**src/design/caf_pkg.sv**
```systemverilog
/*
 Package for the core state block: register indexes, flag layout,
 reset values, program counter steps and the carrier structs.
 Assumes a single core clock and an 8-bit datapath around it.
*/
package caf_pkg;

   // Register indexes; byte address on the bus is four times the index
   localparam logic [7:0] IDX_LOW_POINTER   = 8'h83;
   localparam logic [7:0] IDX_BANK_POINTER  = 8'h84;
   localparam logic [7:0] IDX_PROGRAM_FLAGS = 8'h86;
   localparam logic [7:0] IDX_IP_LOW        = 8'hce;
   localparam logic [7:0] IDX_IP_HIGH       = 8'hcf;
   localparam logic [7:0] IDX_INDIRECT      = 8'he7;

   // Flag register fields
   localparam int FLG_CAUSE_HI = 7;
   localparam int FLG_CAUSE_LO = 6;
   localparam int FLG_HVD      = 5;
   localparam int FLG_LVD      = 4;
   localparam int FLG_CARRY    = 2;
   localparam int FLG_NIBBLE   = 1;
   localparam int FLG_ZERO     = 0;

   // Reset cause codes
   localparam logic [1:0] CAUSE_WATCHDOG = 2'b00;
   localparam logic [1:0] CAUSE_LOW_VOLT = 2'b10;
   localparam logic [1:0] CAUSE_PIN      = 2'b11;

   // Reset values and steps
   localparam logic [9:0] IP_RESET     = 10'h000;
   localparam logic [9:0] IP_STEP      = 10'h001;
   localparam logic [9:0] IP_SKIP_STEP = 10'h002;
   localparam logic [7:0] BYTE_ZERO    = 8'h00;
   localparam logic [7:0] BYTE_FULL    = 8'hff;

   // Program counter operation, one per executed instruction
   typedef enum logic [6:0] {
      CAF_IP_HOLD     = 7'b0000001,
      CAF_IP_NEXT     = 7'b0000010,
      CAF_IP_SKIP     = 7'b0000100,
      CAF_IP_JUMP     = 7'b0001000,
      CAF_IP_LOW_MOVE = 7'b0010000,
      CAF_IP_LOW_ADD  = 7'b0100000,
      CAF_IP_LOW_SUB  = 7'b1000000
   } caf_ip_op_t;

   // Skip condition families
   typedef enum logic [4:0] {
      CAF_SK_COMPARE   = 5'b00001,
      CAF_SK_INCREMENT = 5'b00010,
      CAF_SK_DECREMENT = 5'b00100,
      CAF_SK_BIT_CLEAR = 5'b01000,
      CAF_SK_BIT_SET   = 5'b10000
   } caf_skip_t;

   // Request from decoder and ALU, sampled every cycle
   typedef struct packed {
      caf_ip_op_t ip_op;
      caf_skip_t  skip;
      logic [9:0] jump_addr;
      logic       add_carry_in;
      logic [7:0] operand;
      logic [7:0] dest_old;
      logic       tested_bit;
      logic       acc_we;
      logic [7:0] acc_wdata;
      logic       alu_flag_we;
      logic [7:0] alu_result;
      logic       alu_carry;
      logic       alu_nibble_carry;
      logic       flags_we;
      logic [7:0] flags_wdata;
      logic       bank_we;
      logic       low_we;
      logic [7:0] ptr_wdata;
      logic       save;
      logic       restore;
   } caf_core_req_t;

   // State seen by the core
   typedef struct packed {
      logic [7:0]  accumulator;
      logic [7:0]  program_flags;
      logic [9:0]  instruction_pointer;
      logic [15:0] ram_addr;
   } caf_core_view_t;

   // Whole state of the block
   typedef struct packed {
      logic [7:0]  accumulator;
      logic [1:0]  reset_cause;
      logic        carry;
      logic        nibble_carry;
      logic        zero;
      logic [9:0]  instruction_pointer;
      logic [7:0]  bank_pointer_reg;
      logic [7:0]  low_pointer_reg;
      logic [7:0]  saved_acc;
      logic [7:0]  saved_flags;
      logic        wb_ack;
      logic [31:0] wb_dat;
   } caf_state_t;

endpackage

```
**src/design/caf_core_state.sv**
```systemverilog
/*
 Accumulator, flag register, program counter and pointer pair of the
 core, with a classic Wishbone slave onto the system registers.
 Assumes the decoder drives one request per clock and that data memory
 answers a read combinationally in the same cycle.
*/
`timescale 1ns/100ps
`default_nettype none

module caf_core_state
   import caf_pkg::*;
(
   // Clock and reset
   input  wire logic                   clk_i,
   input  wire logic                   rst_i,
   // Wishbone slave
   input  wire logic                   wb_cyc_i,
   input  wire logic                   wb_stb_i,
   input  wire logic                   wb_we_i,
   input  wire logic [9:0]             wb_adr_i,
   input  wire logic [3:0]             wb_sel_i,
   input  wire logic [31:0]            wb_dat_i,
   output logic      [31:0]            wb_dat_o,
   output logic                        wb_ack_o,
   // Decoder and ALU side
   input  wire caf_pkg::caf_core_req_t core_req_i,
   output caf_pkg::caf_core_view_t     core_view_o,
   // Data memory behind the indirect port
   input  wire logic [7:0]             ram_rdata_i,
   output logic                        ram_re_o,
   output logic                        ram_we_o,
   output logic      [7:0]             ram_wdata_o,
   // Reset cause and voltage detectors
   input  wire logic [1:0]             reset_cause_i,
   input  wire logic                   high_detector_option_i,
   input  wire logic                   middle_detector_option_i,
   input  wire logic                   supply_below_high_i,
   input  wire logic                   supply_below_low_i
);

   import caf_pkg::*;

   caf_state_t st_ff;
   caf_state_t nxt_st;

   logic       wb_req;
   logic       wb_wr;
   logic [7:0] wb_idx;
   logic [7:0] flags_now;
   logic [7:0] rd_byte;
   logic       skip_true;
   logic [8:0] low_sum;
   logic [7:0] low_diff;
   logic [9:0] ip_cur;

   // True when the index names one of our registers
   function automatic logic is_mapped(input logic [7:0] idx);
      is_mapped = (idx == IDX_LOW_POINTER) || (idx == IDX_BANK_POINTER) ||
                  (idx == IDX_PROGRAM_FLAGS) || (idx == IDX_IP_LOW) ||
                  (idx == IDX_IP_HIGH) || (idx == IDX_INDIRECT);
   endfunction

   // Pack the visible flag byte; bit 3 reads zero
   function automatic logic [7:0] pack_flags(input caf_state_t s,
                                             input logic hv,
                                             input logic lv);
      logic [7:0] f;
      f = BYTE_ZERO;
      f[FLG_CAUSE_HI:FLG_CAUSE_LO] = s.reset_cause;
      f[FLG_HVD]    = hv;
      f[FLG_LVD]    = lv;
      f[FLG_CARRY]  = s.carry;
      f[FLG_NIBBLE] = s.nibble_carry;
      f[FLG_ZERO]   = s.zero;
      pack_flags = f;
   endfunction

   // One request per bus cycle; ack low in between keeps it single
   assign wb_req = wb_cyc_i && wb_stb_i && !st_ff.wb_ack;
   assign wb_wr  = wb_req && wb_we_i && wb_sel_i[0];
   assign wb_idx = wb_adr_i[9:2];

   // Detector flags are live and gated by their build option
   assign flags_now = pack_flags(st_ff,
      high_detector_option_i && supply_below_high_i,
      middle_detector_option_i && supply_below_low_i);

   // Indirect port goes straight to data memory
   assign ram_re_o    = wb_req && !wb_we_i && (wb_idx == IDX_INDIRECT);
   assign ram_we_o    = wb_wr && (wb_idx == IDX_INDIRECT);
   assign ram_wdata_o = wb_dat_i[7:0];

   // Read mux; the accumulator has no index here
   always_comb
   begin
      rd_byte = BYTE_ZERO;
      unique case (wb_idx)
         IDX_LOW_POINTER:   rd_byte = st_ff.low_pointer_reg;
         IDX_BANK_POINTER:  rd_byte = st_ff.bank_pointer_reg;
         IDX_PROGRAM_FLAGS: rd_byte = flags_now;
         IDX_IP_LOW:        rd_byte = st_ff.instruction_pointer[7:0];
         IDX_IP_HIGH:       rd_byte = {6'h00, st_ff.instruction_pointer[9:8]};
         IDX_INDIRECT:      rd_byte = ram_rdata_i;
         default:           rd_byte = BYTE_ZERO;
      endcase
   end

   // Skip condition of the current instruction
   always_comb
   begin
      skip_true = 1'b0;
      unique case (core_req_i.skip)
         CAF_SK_COMPARE:   skip_true = (st_ff.accumulator == core_req_i.operand);
         CAF_SK_INCREMENT: skip_true = (core_req_i.dest_old == BYTE_FULL);
         CAF_SK_DECREMENT: skip_true = (core_req_i.dest_old == BYTE_ZERO);
         CAF_SK_BIT_CLEAR: skip_true = !core_req_i.tested_bit;
         CAF_SK_BIT_SET:   skip_true = core_req_i.tested_bit;
         default:          skip_true = 1'b0;
      endcase
   end

   // Low-byte arithmetic for computed jumps
   assign ip_cur   = st_ff.instruction_pointer;
   assign low_sum  = {1'b0, ip_cur[7:0]} + {1'b0, st_ff.accumulator} +
                     {8'h00, core_req_i.add_carry_in};
   assign low_diff = ip_cur[7:0] - st_ff.accumulator;

   // Next state
   always_comb
   begin
      nxt_st = st_ff;

      // Bus answer: one ack per request, unmapped reads give zero
      nxt_st.wb_ack = wb_req;
      nxt_st.wb_dat = st_ff.wb_dat;
      if (wb_req)
      begin
         nxt_st.wb_dat = {24'h000000, is_mapped(wb_idx) ? rd_byte : BYTE_ZERO};
      end

      // Accumulator load from ALU or memory path
      if (core_req_i.acc_we)
      begin
         nxt_st.accumulator = core_req_i.acc_wdata;
      end

      // Hidden copies are taken only on explicit request
      if (core_req_i.save)
      begin
         nxt_st.saved_acc   = st_ff.accumulator;
         nxt_st.saved_flags = flags_now;
      end

      // Flags from the ALU result
      if (core_req_i.alu_flag_we)
      begin
         nxt_st.carry        = core_req_i.alu_carry;
         nxt_st.nibble_carry = core_req_i.alu_nibble_carry;
         nxt_st.zero = (core_req_i.alu_result == BYTE_ZERO);
      end

      // Restore then direct writes override the ALU update
      if (core_req_i.restore)
      begin
         nxt_st.accumulator  = st_ff.saved_acc;
         nxt_st.reset_cause  = st_ff.saved_flags[FLG_CAUSE_HI:FLG_CAUSE_LO];
         nxt_st.carry        = st_ff.saved_flags[FLG_CARRY];
         nxt_st.nibble_carry = st_ff.saved_flags[FLG_NIBBLE];
         nxt_st.zero         = st_ff.saved_flags[FLG_ZERO];
      end
      if (core_req_i.flags_we)
      begin
         nxt_st.reset_cause  = core_req_i.flags_wdata[FLG_CAUSE_HI:FLG_CAUSE_LO];
         nxt_st.carry        = core_req_i.flags_wdata[FLG_CARRY];
         nxt_st.nibble_carry = core_req_i.flags_wdata[FLG_NIBBLE];
         nxt_st.zero         = core_req_i.flags_wdata[FLG_ZERO];
      end

      // Pointer writes from instructions
      if (core_req_i.bank_we)
      begin
         nxt_st.bank_pointer_reg = core_req_i.ptr_wdata;
      end
      if (core_req_i.low_we)
      begin
         nxt_st.low_pointer_reg = core_req_i.ptr_wdata;
      end

      // Program counter; ten-bit sums wrap on their own
      unique case (core_req_i.ip_op)
         CAF_IP_HOLD: nxt_st.instruction_pointer = ip_cur;
         CAF_IP_NEXT: nxt_st.instruction_pointer = ip_cur + IP_STEP;
         CAF_IP_SKIP: nxt_st.instruction_pointer =
            ip_cur + (skip_true ? IP_SKIP_STEP : IP_STEP);
         CAF_IP_JUMP: nxt_st.instruction_pointer = core_req_i.jump_addr;
         CAF_IP_LOW_MOVE: nxt_st.instruction_pointer =
            {ip_cur[9:8], st_ff.accumulator};
         CAF_IP_LOW_ADD: nxt_st.instruction_pointer =
            {ip_cur[9:8] + {1'b0, low_sum[8]}, low_sum[7:0]};
         CAF_IP_LOW_SUB: nxt_st.instruction_pointer =
            {ip_cur[9:8], low_diff};
         default: nxt_st.instruction_pointer = ip_cur;
      endcase

      // Bus writes last, so software wins a same-cycle collision
      if (wb_wr)
      begin
         unique case (wb_idx)
            IDX_LOW_POINTER:  nxt_st.low_pointer_reg = wb_dat_i[7:0];
            IDX_BANK_POINTER: nxt_st.bank_pointer_reg = wb_dat_i[7:0];
            IDX_PROGRAM_FLAGS:
            begin
               // Voltage bits are read-only and simply not stored
               nxt_st.reset_cause  = wb_dat_i[FLG_CAUSE_HI:FLG_CAUSE_LO];
               nxt_st.carry        = wb_dat_i[FLG_CARRY];
               nxt_st.nibble_carry = wb_dat_i[FLG_NIBBLE];
               nxt_st.zero         = wb_dat_i[FLG_ZERO];
            end
            IDX_IP_LOW: nxt_st.instruction_pointer[7:0] = wb_dat_i[7:0];
            IDX_IP_HIGH: nxt_st.instruction_pointer[9:8] = wb_dat_i[1:0];
            default: nxt_st.instruction_pointer = nxt_st.instruction_pointer;
         endcase
      end
   end

   // State register; reset cause is sampled while reset is held
   always_ff @(posedge clk_i)
   begin
      if (rst_i)
      begin
         st_ff                     <= '0;
         st_ff.reset_cause         <= reset_cause_i;
         st_ff.instruction_pointer <= IP_RESET;
      end
      else
      begin
         st_ff <= nxt_st;
      end
   end

   // Outputs
   assign wb_ack_o = st_ff.wb_ack;
   assign wb_dat_o = st_ff.wb_dat;
   assign core_view_o.accumulator         = st_ff.accumulator;
   assign core_view_o.program_flags       = flags_now;
   assign core_view_o.instruction_pointer = st_ff.instruction_pointer;
   assign core_view_o.ram_addr =
      {st_ff.bank_pointer_reg, st_ff.low_pointer_reg};

endmodule

`default_nettype wire

```
**config.mk**
```make
export PLATFORM = sky130hd
export DESIGN_NAME = caf_core_state
export DESIGN_NICKNAME = d
export VERILOG_FILES = /design/src/design/caf_pkg.sv /design/src/design/caf_core_state.sv
export SDC_FILE = /design/constraint.sdc
export NUM_CORES = 1
export LEC_CHECK = 0
export BUFFER_PORTS_ARGS = -buffer_cell sky130_fd_sc_hd__buf_2
export CAP_MARGIN = 5
export CORE_ASPECT_RATIO = 0.6
export CORE_MARGIN = 10
export CORE_UTILIZATION = 48
export CTS_CLUSTER_DIAMETER = 120
export CTS_CLUSTER_SIZE = 12
export DETAILED_ROUTE_END_ITERATION = 10
export HOLD_SLACK_MARGIN = 0.15
export PLACE_DENSITY_LB_ADDON = 0.25
export SLEW_MARGIN = 30
export SYNTH_ARGS = -nofsm -noshare
export SYNTH_HDL_FRONTEND = slang
export SYNTH_SLANG_ARGS = --single-unit
```
**constraint.sdc**
```tcl
create_clock -name clk_i -period 4.29 [get_ports clk_i]
set_input_delay 0.2145 -clock clk_i [delete_from_list [all_inputs] [get_ports clk_i]]
set_output_delay 0.2145 -clock clk_i [all_outputs]
set_load 0.01 [all_outputs]
```
-- Yosys cells after proc, flatten, opt, wreduce, memory -nomap -nowiden
Cells that the tools add are included.
- input port bits: 146
- output and inout port bits: 85
- register bits after elaboration: 63
- logic and storage cells: 77
- reduce and logical (&&, ||, !) cells: 20
- eq/ne operators: 19
- muxes and demuxes: 20
- add/subtract/negate cells: 6
- operator list (cell ; count):
    2-to-1 mux 80 bit ; 1
    2-to-1 mux 8 bit ; 8
    one-hot mux 10 bit (6 select lines) ; 1
    equality test 8 bit, second input constant ; 7
    one-hot mux 8 bit (6 select lines) ; 1
    2-to-1 mux 31 bit ; 1
    zero test 8 bit ; 2
    2-to-1 mux 16 bit ; 1
    2-to-1 mux 13 bit ; 1
    adder 10 x 1 -> 10 bit, second input constant ; 1
    adder 10 x 2 -> 10 bit ; 1
    2-to-1 mux 5 bit ; 2
    adder 8 x 8 -> 9 bit ; 1
    adder 9 x 1 -> 9 bit ; 1
    logical AND 1 bit ; 9
    equality test 8 bit ; 1
    subtractor 8 bit ; 1
    equality test 7 x 2 -> 1 bit, second input constant ; 1
    equality test 7 x 3 -> 1 bit, second input constant ; 1
    equality test 7 x 4 -> 1 bit, second input constant ; 1
    equality test 7 x 5 -> 1 bit, second input constant ; 1
    equality test 7 x 6 -> 1 bit, second input constant ; 1
    equality test 7 bit, second input constant ; 1
    equality test 5 x 1 -> 1 bit, second input constant ; 1
    11 further kinds ; 18

-- Longest topological paths before layout
- depth in word-level cells: 9
- depth in mapped cells: 15
- mapped depth without buffers: 15

-- Least setup slack after synthesis
Ideal clock, no wire load.
- path kind: input to register
- start point: in core_req_i[45] (netlist bit)
- end point: reg st_ff, in the netlist ip_cur[8]
- required time: 4.156 ns
- slack: 1.180 ns
- cell stages on the path: 13
- arrival: 2.976 ns
- cell sequence: or4_1 > nor4_1 > a21oi_1 > o32a_1 > o21ai_0 > nand4b_1 > fa_1 > and3b_1 > nand4_1 > xor2_1 > nor2_1 > a311oi_1 > a211oi_1
- word-level cells in the longest chain between the ends: 7
- elaborated cells on any way between the ends: 8
- RTL lines (item ; line ; text):
    from (decl) ; caf_core_state.sv:26 ; input wire caf_pkg::caf_core_req_t core_req_i,
    equality test 8 bit or zero test 8 bit (tied branches) ; caf_core_state.sv:114, caf_core_state.sv:115 ;
    one-hot mux 1 bit (5 select lines) * ; caf_core_state.sv:112 ; unique case (core_req_i.skip)
    2-to-1 mux 2 bit * ; caf_core_state.sv:194 ; ip_cur + (skip_true ? IP_SKIP_STEP : IP_STEP);
    adder 10 x 2 -> 10 bit * ; caf_core_state.sv:194 ;
    one-hot mux 10 bit (6 select lines) * ; caf_core_state.sv:190 ; unique case (core_req_i.ip_op)
    2-to-1 mux 2 bit ; caf_core_state.sv:208 ; unique case (wb_idx)
    2-to-1 mux 31 bit * ; caf_core_state.sv:206 ; if (wb_wr)
    to (signal assigned) ; caf_core_state.sv:237 ; st_ff <= nxt_st;
    to (decl) ; caf_core_state.sv:43 ; caf_state_t st_ff;
Mark *: on every way between the ends. The rest lies on a longest branch, timed or not.
A chain may end at the register's enable or synchronous reset.

-- Final worst setup path
Same ends and word-level chain as after synthesis.

==> reports/qor.yml <==
grt_pass1_wl_um: 28600
cts_tree: "yes"
outcome: "complete, no violations"
grt-ovfl-total: 0
peakVddDrop_v: 0.000227
ys_seq_elements: 61
die_h_um: 99.7
p_total_w: 0.00166
synth_ff_type: "dfxtp_1"
yosys.area.top_type_share_pct: 24.0
area_growth_pct: 14.0
async_reset_ff_share_pct: 0
portBuffers: 173
routabilityCongestion: 0.960
period_needed_ps: 3560
cts_sinks: 61
final_core_util_pct: 57.5
n_antenna_cell: 0
max_freq_ghz: 0.281
synth_largest_area_cell: "dfxtp_1"
critPathRequiredTime_ps: 4490
slew_headroom_pct: 41.8
start_util_pct: 50.4
ys_seq_area_share_pct: 24.0
multi_input_area_sq_mm: 0.00313
clk_pin_slew_ps: 60
worst_slack_ps: 727
worstSetupPathType: "input pin to flop"
fin_nets: 918
reg2reg_slack_ps: 850
max_slew.worst_pin.slew_ps: 866
finalHoldViolations: 0
regToRegEndpoint: "ip_cur[9]"
first_global_vias: 5092
r2r_cells: 12
final.setup.tns_ps: 0
min_delay_path_depth: 3
ios: 231
cts_buffer_depth: 2
synth-edff-count: 0
core_area_sq_mm: 0.0101
worst_ep_arrival_time_ps: 3770
finalCritPeriodShare_pct: 83.1
rsz0062_at_grt: "false"
postRouteAntennaNets: 0
power_density_mw_per_mm2: 286
worstHoldEndpoint: "core_view_o[5]"
skew_ps: 8.04
cts_root_buffer: "clkbuf_16"
post-dp-hpwl_um: 14800
cp_max_fo: 5
dp_slack_ps: 554
synth_area_leaders: "dfxtp_1 24%, buf_4 12%, mux2i_1 8.9%"
grt_max_degree: 35
route.vias.total: 5209
clk_latency_ps: 340
critical_path.endpoint_type: "flop"
route.detailed.drc: 0
seqCellArea_sq_mm: 0.00122
synth_cell_types: 69
slew_violations: 0
finalSetupViolCount: 0
h-tree-depth: 3
drive_gt1_share_pct: 27.2
avgSynthCellArea_sq_um: 7.81
antenna_found_initial: 0
hold_class: "input pin to flop"
hold_path.startpoint: "wb_dat_i[5]"
wl_per_cell_um: 20.9
r2r-start: "ip_cur[1]"
finalInstanceArea_sq_mm: 0.00580
netlist_area_sq_mm: 0.00509
grt_util_all_layers_pct: 23.1
dr.pass1.iters: 5
synth_warnings: 0
drt_iter0_drc: 424
maxCapViolations: 0
cts_inserted_buffers: 9
fp-row-count: 28
via_per_inst: 5.85
dieArea_sq_mm: 0.0152
placed_area_sq_mm: 0.00550
n_fill_cell: 973
die_w_um: 153
netlist_instances: 651
routed_wl_um: 18700
start_kind: "input pin"
leakage_nw: 2.64
## worst max-delay path by stage
stage               cells after the start  slack (ps)      startpoint   endpoint
finish                                 14         730  core_req_i[45]  ip_cur[8]
global route                           14         540  core_req_i[45]  ip_cur[8]
CTS                                    14         870  core_req_i[45]  ip_cur[8]
detailed placement                     14         550  core_req_i[45]  ip_cur[8]
global placement                       14         670  core_req_i[45]  ip_cur[8]
floorplan                              13        1180  core_req_i[45]  ip_cur[8]
## power breakdown
| group | leakage (nW) | switching, W | internal [W] |
|---|---|---|---|
| combinational | 2.01 | 0.000210 | 0.000152 |
| clock | 0.133 | 0.000278 | 0.000394 |
| sequential | 0.498 | 0.0000346 | 0.000592 |
## state kept, by name, indices dropped and copies added, names as in the netlist
signal,count
core_view_o,29
ip_cur,10
st_ff,13
wb_ack_o,1
wb_dat_o,8
## final cells by class
class                           instances  share of cell area (%)
Clock buffer                           10                    3.95
Clock inverter                          6                   0.820
Timing Repair Buffer                  179                    15.8
Sequential cell                        61                    21.1
Tap cell                              135                    2.91
Inverter                               23                    1.49
Multi-Input combinational cell        477                    54.0
## stage by stage
step / hold WS, ps / std cells
4_1_cts: 211 / 891
5_1_grt: 215 / 891
3_5_place_dp: 421 / 873
2_1_floorplan: 323 / 675
6_report: 216 / 891
3_3_place_gp: 416 / 873
## cells by family (layout without fill, tap and decap cells)
group / after synthesis / after routing / share of synthesized area, %
AND/OR/NAND/NOR: 207 / 207 / 20.0
XOR/XNOR: 17 / 17 / 2.93
other: 1 / 25 / 0.0737
adder cells (fa/ha/maj): 21 / 21 / 5.76
multiplexers: 50 / 50 / 9.96
flip-flops: 61 / 61 / 24.0
AO/OA/AOI/OAI: 157 / 157 / 21.1
buffers and inverters: 137 / 218 / 16.2
## layout by cell type (no fill, tap or decap), drive strengths merged, types with 9 or more instances in the layout
cell / Yosys / layout
clkbuf: 27 / 10
nor2: 89 / 89
nor3: 21 / 21
buf: 87 / 177
mux2i: 45 / 45
dfxtp: 61 / 61
nand3: 9 / 9
conb: 1 / 25
a211oi: 29 / 29
inv: 23 / 24
o21ai: 22 / 22
nor4: 13 / 13
ha: 17 / 17
nand2: 31 / 31
a22oi: 16 / 16
a21oi: 37 / 37
xor2: 13 / 13
## timing repair
item	4_1_cts	5_1_grt
gates resized for setup	0	0
hold buffers	2	0
endpoints found under the hold margin	2	0
buffers inserted	0	0
## layer usage
layer  part of all wire [%]  vias to the layer above  global-route usage (%)
li1                       -                     2435                       -
met1                     47                     2463                    33.2
met2                     41                      301                    33.2
met3                     11                       10                    7.61
met4                   0.38                        0                    3.21
met5                      0                        -                       0
## worst max-delay path, cell delays in order
cell and delay, ps:
buf_2 100, or4_1 520, nor4_1 270, a21oi_1 120, o32a_1 280, o21ai_0 420
nand4b_1 240, fa_1 480, and3b_1 360, nand4_1 150, xor2_1 160, nor2_1 70
a311oi_1 270, a211oi_1 100
## synth_stat cells, types with 4 or more instances
cell      count
nor2_1       89
nand2_1      31
clkbuf_1     27
nor2b_1       4
and3_1        4
nand2b_1      5
a21o_1        7
nor4_1       13
a221oi_1      4
mux2i_1      45
nand3_1       9
buf_4        80
a31oi_1       5
dfxtp_1      61
fa_1          4
ha_1         17
nand4_1       4
a211oi_1     29
o21ai_0      21
inv_1        23
xnor2_1       4
or3_1         5
nor3_1       20
mux2_2        5
a21oi_1      36
a311oi_1      4
xor2_1       13
a22oi_1      16
or4_1         4
o21bai_1      5
No activity file was read; power rests on OpenSTA's default activity.
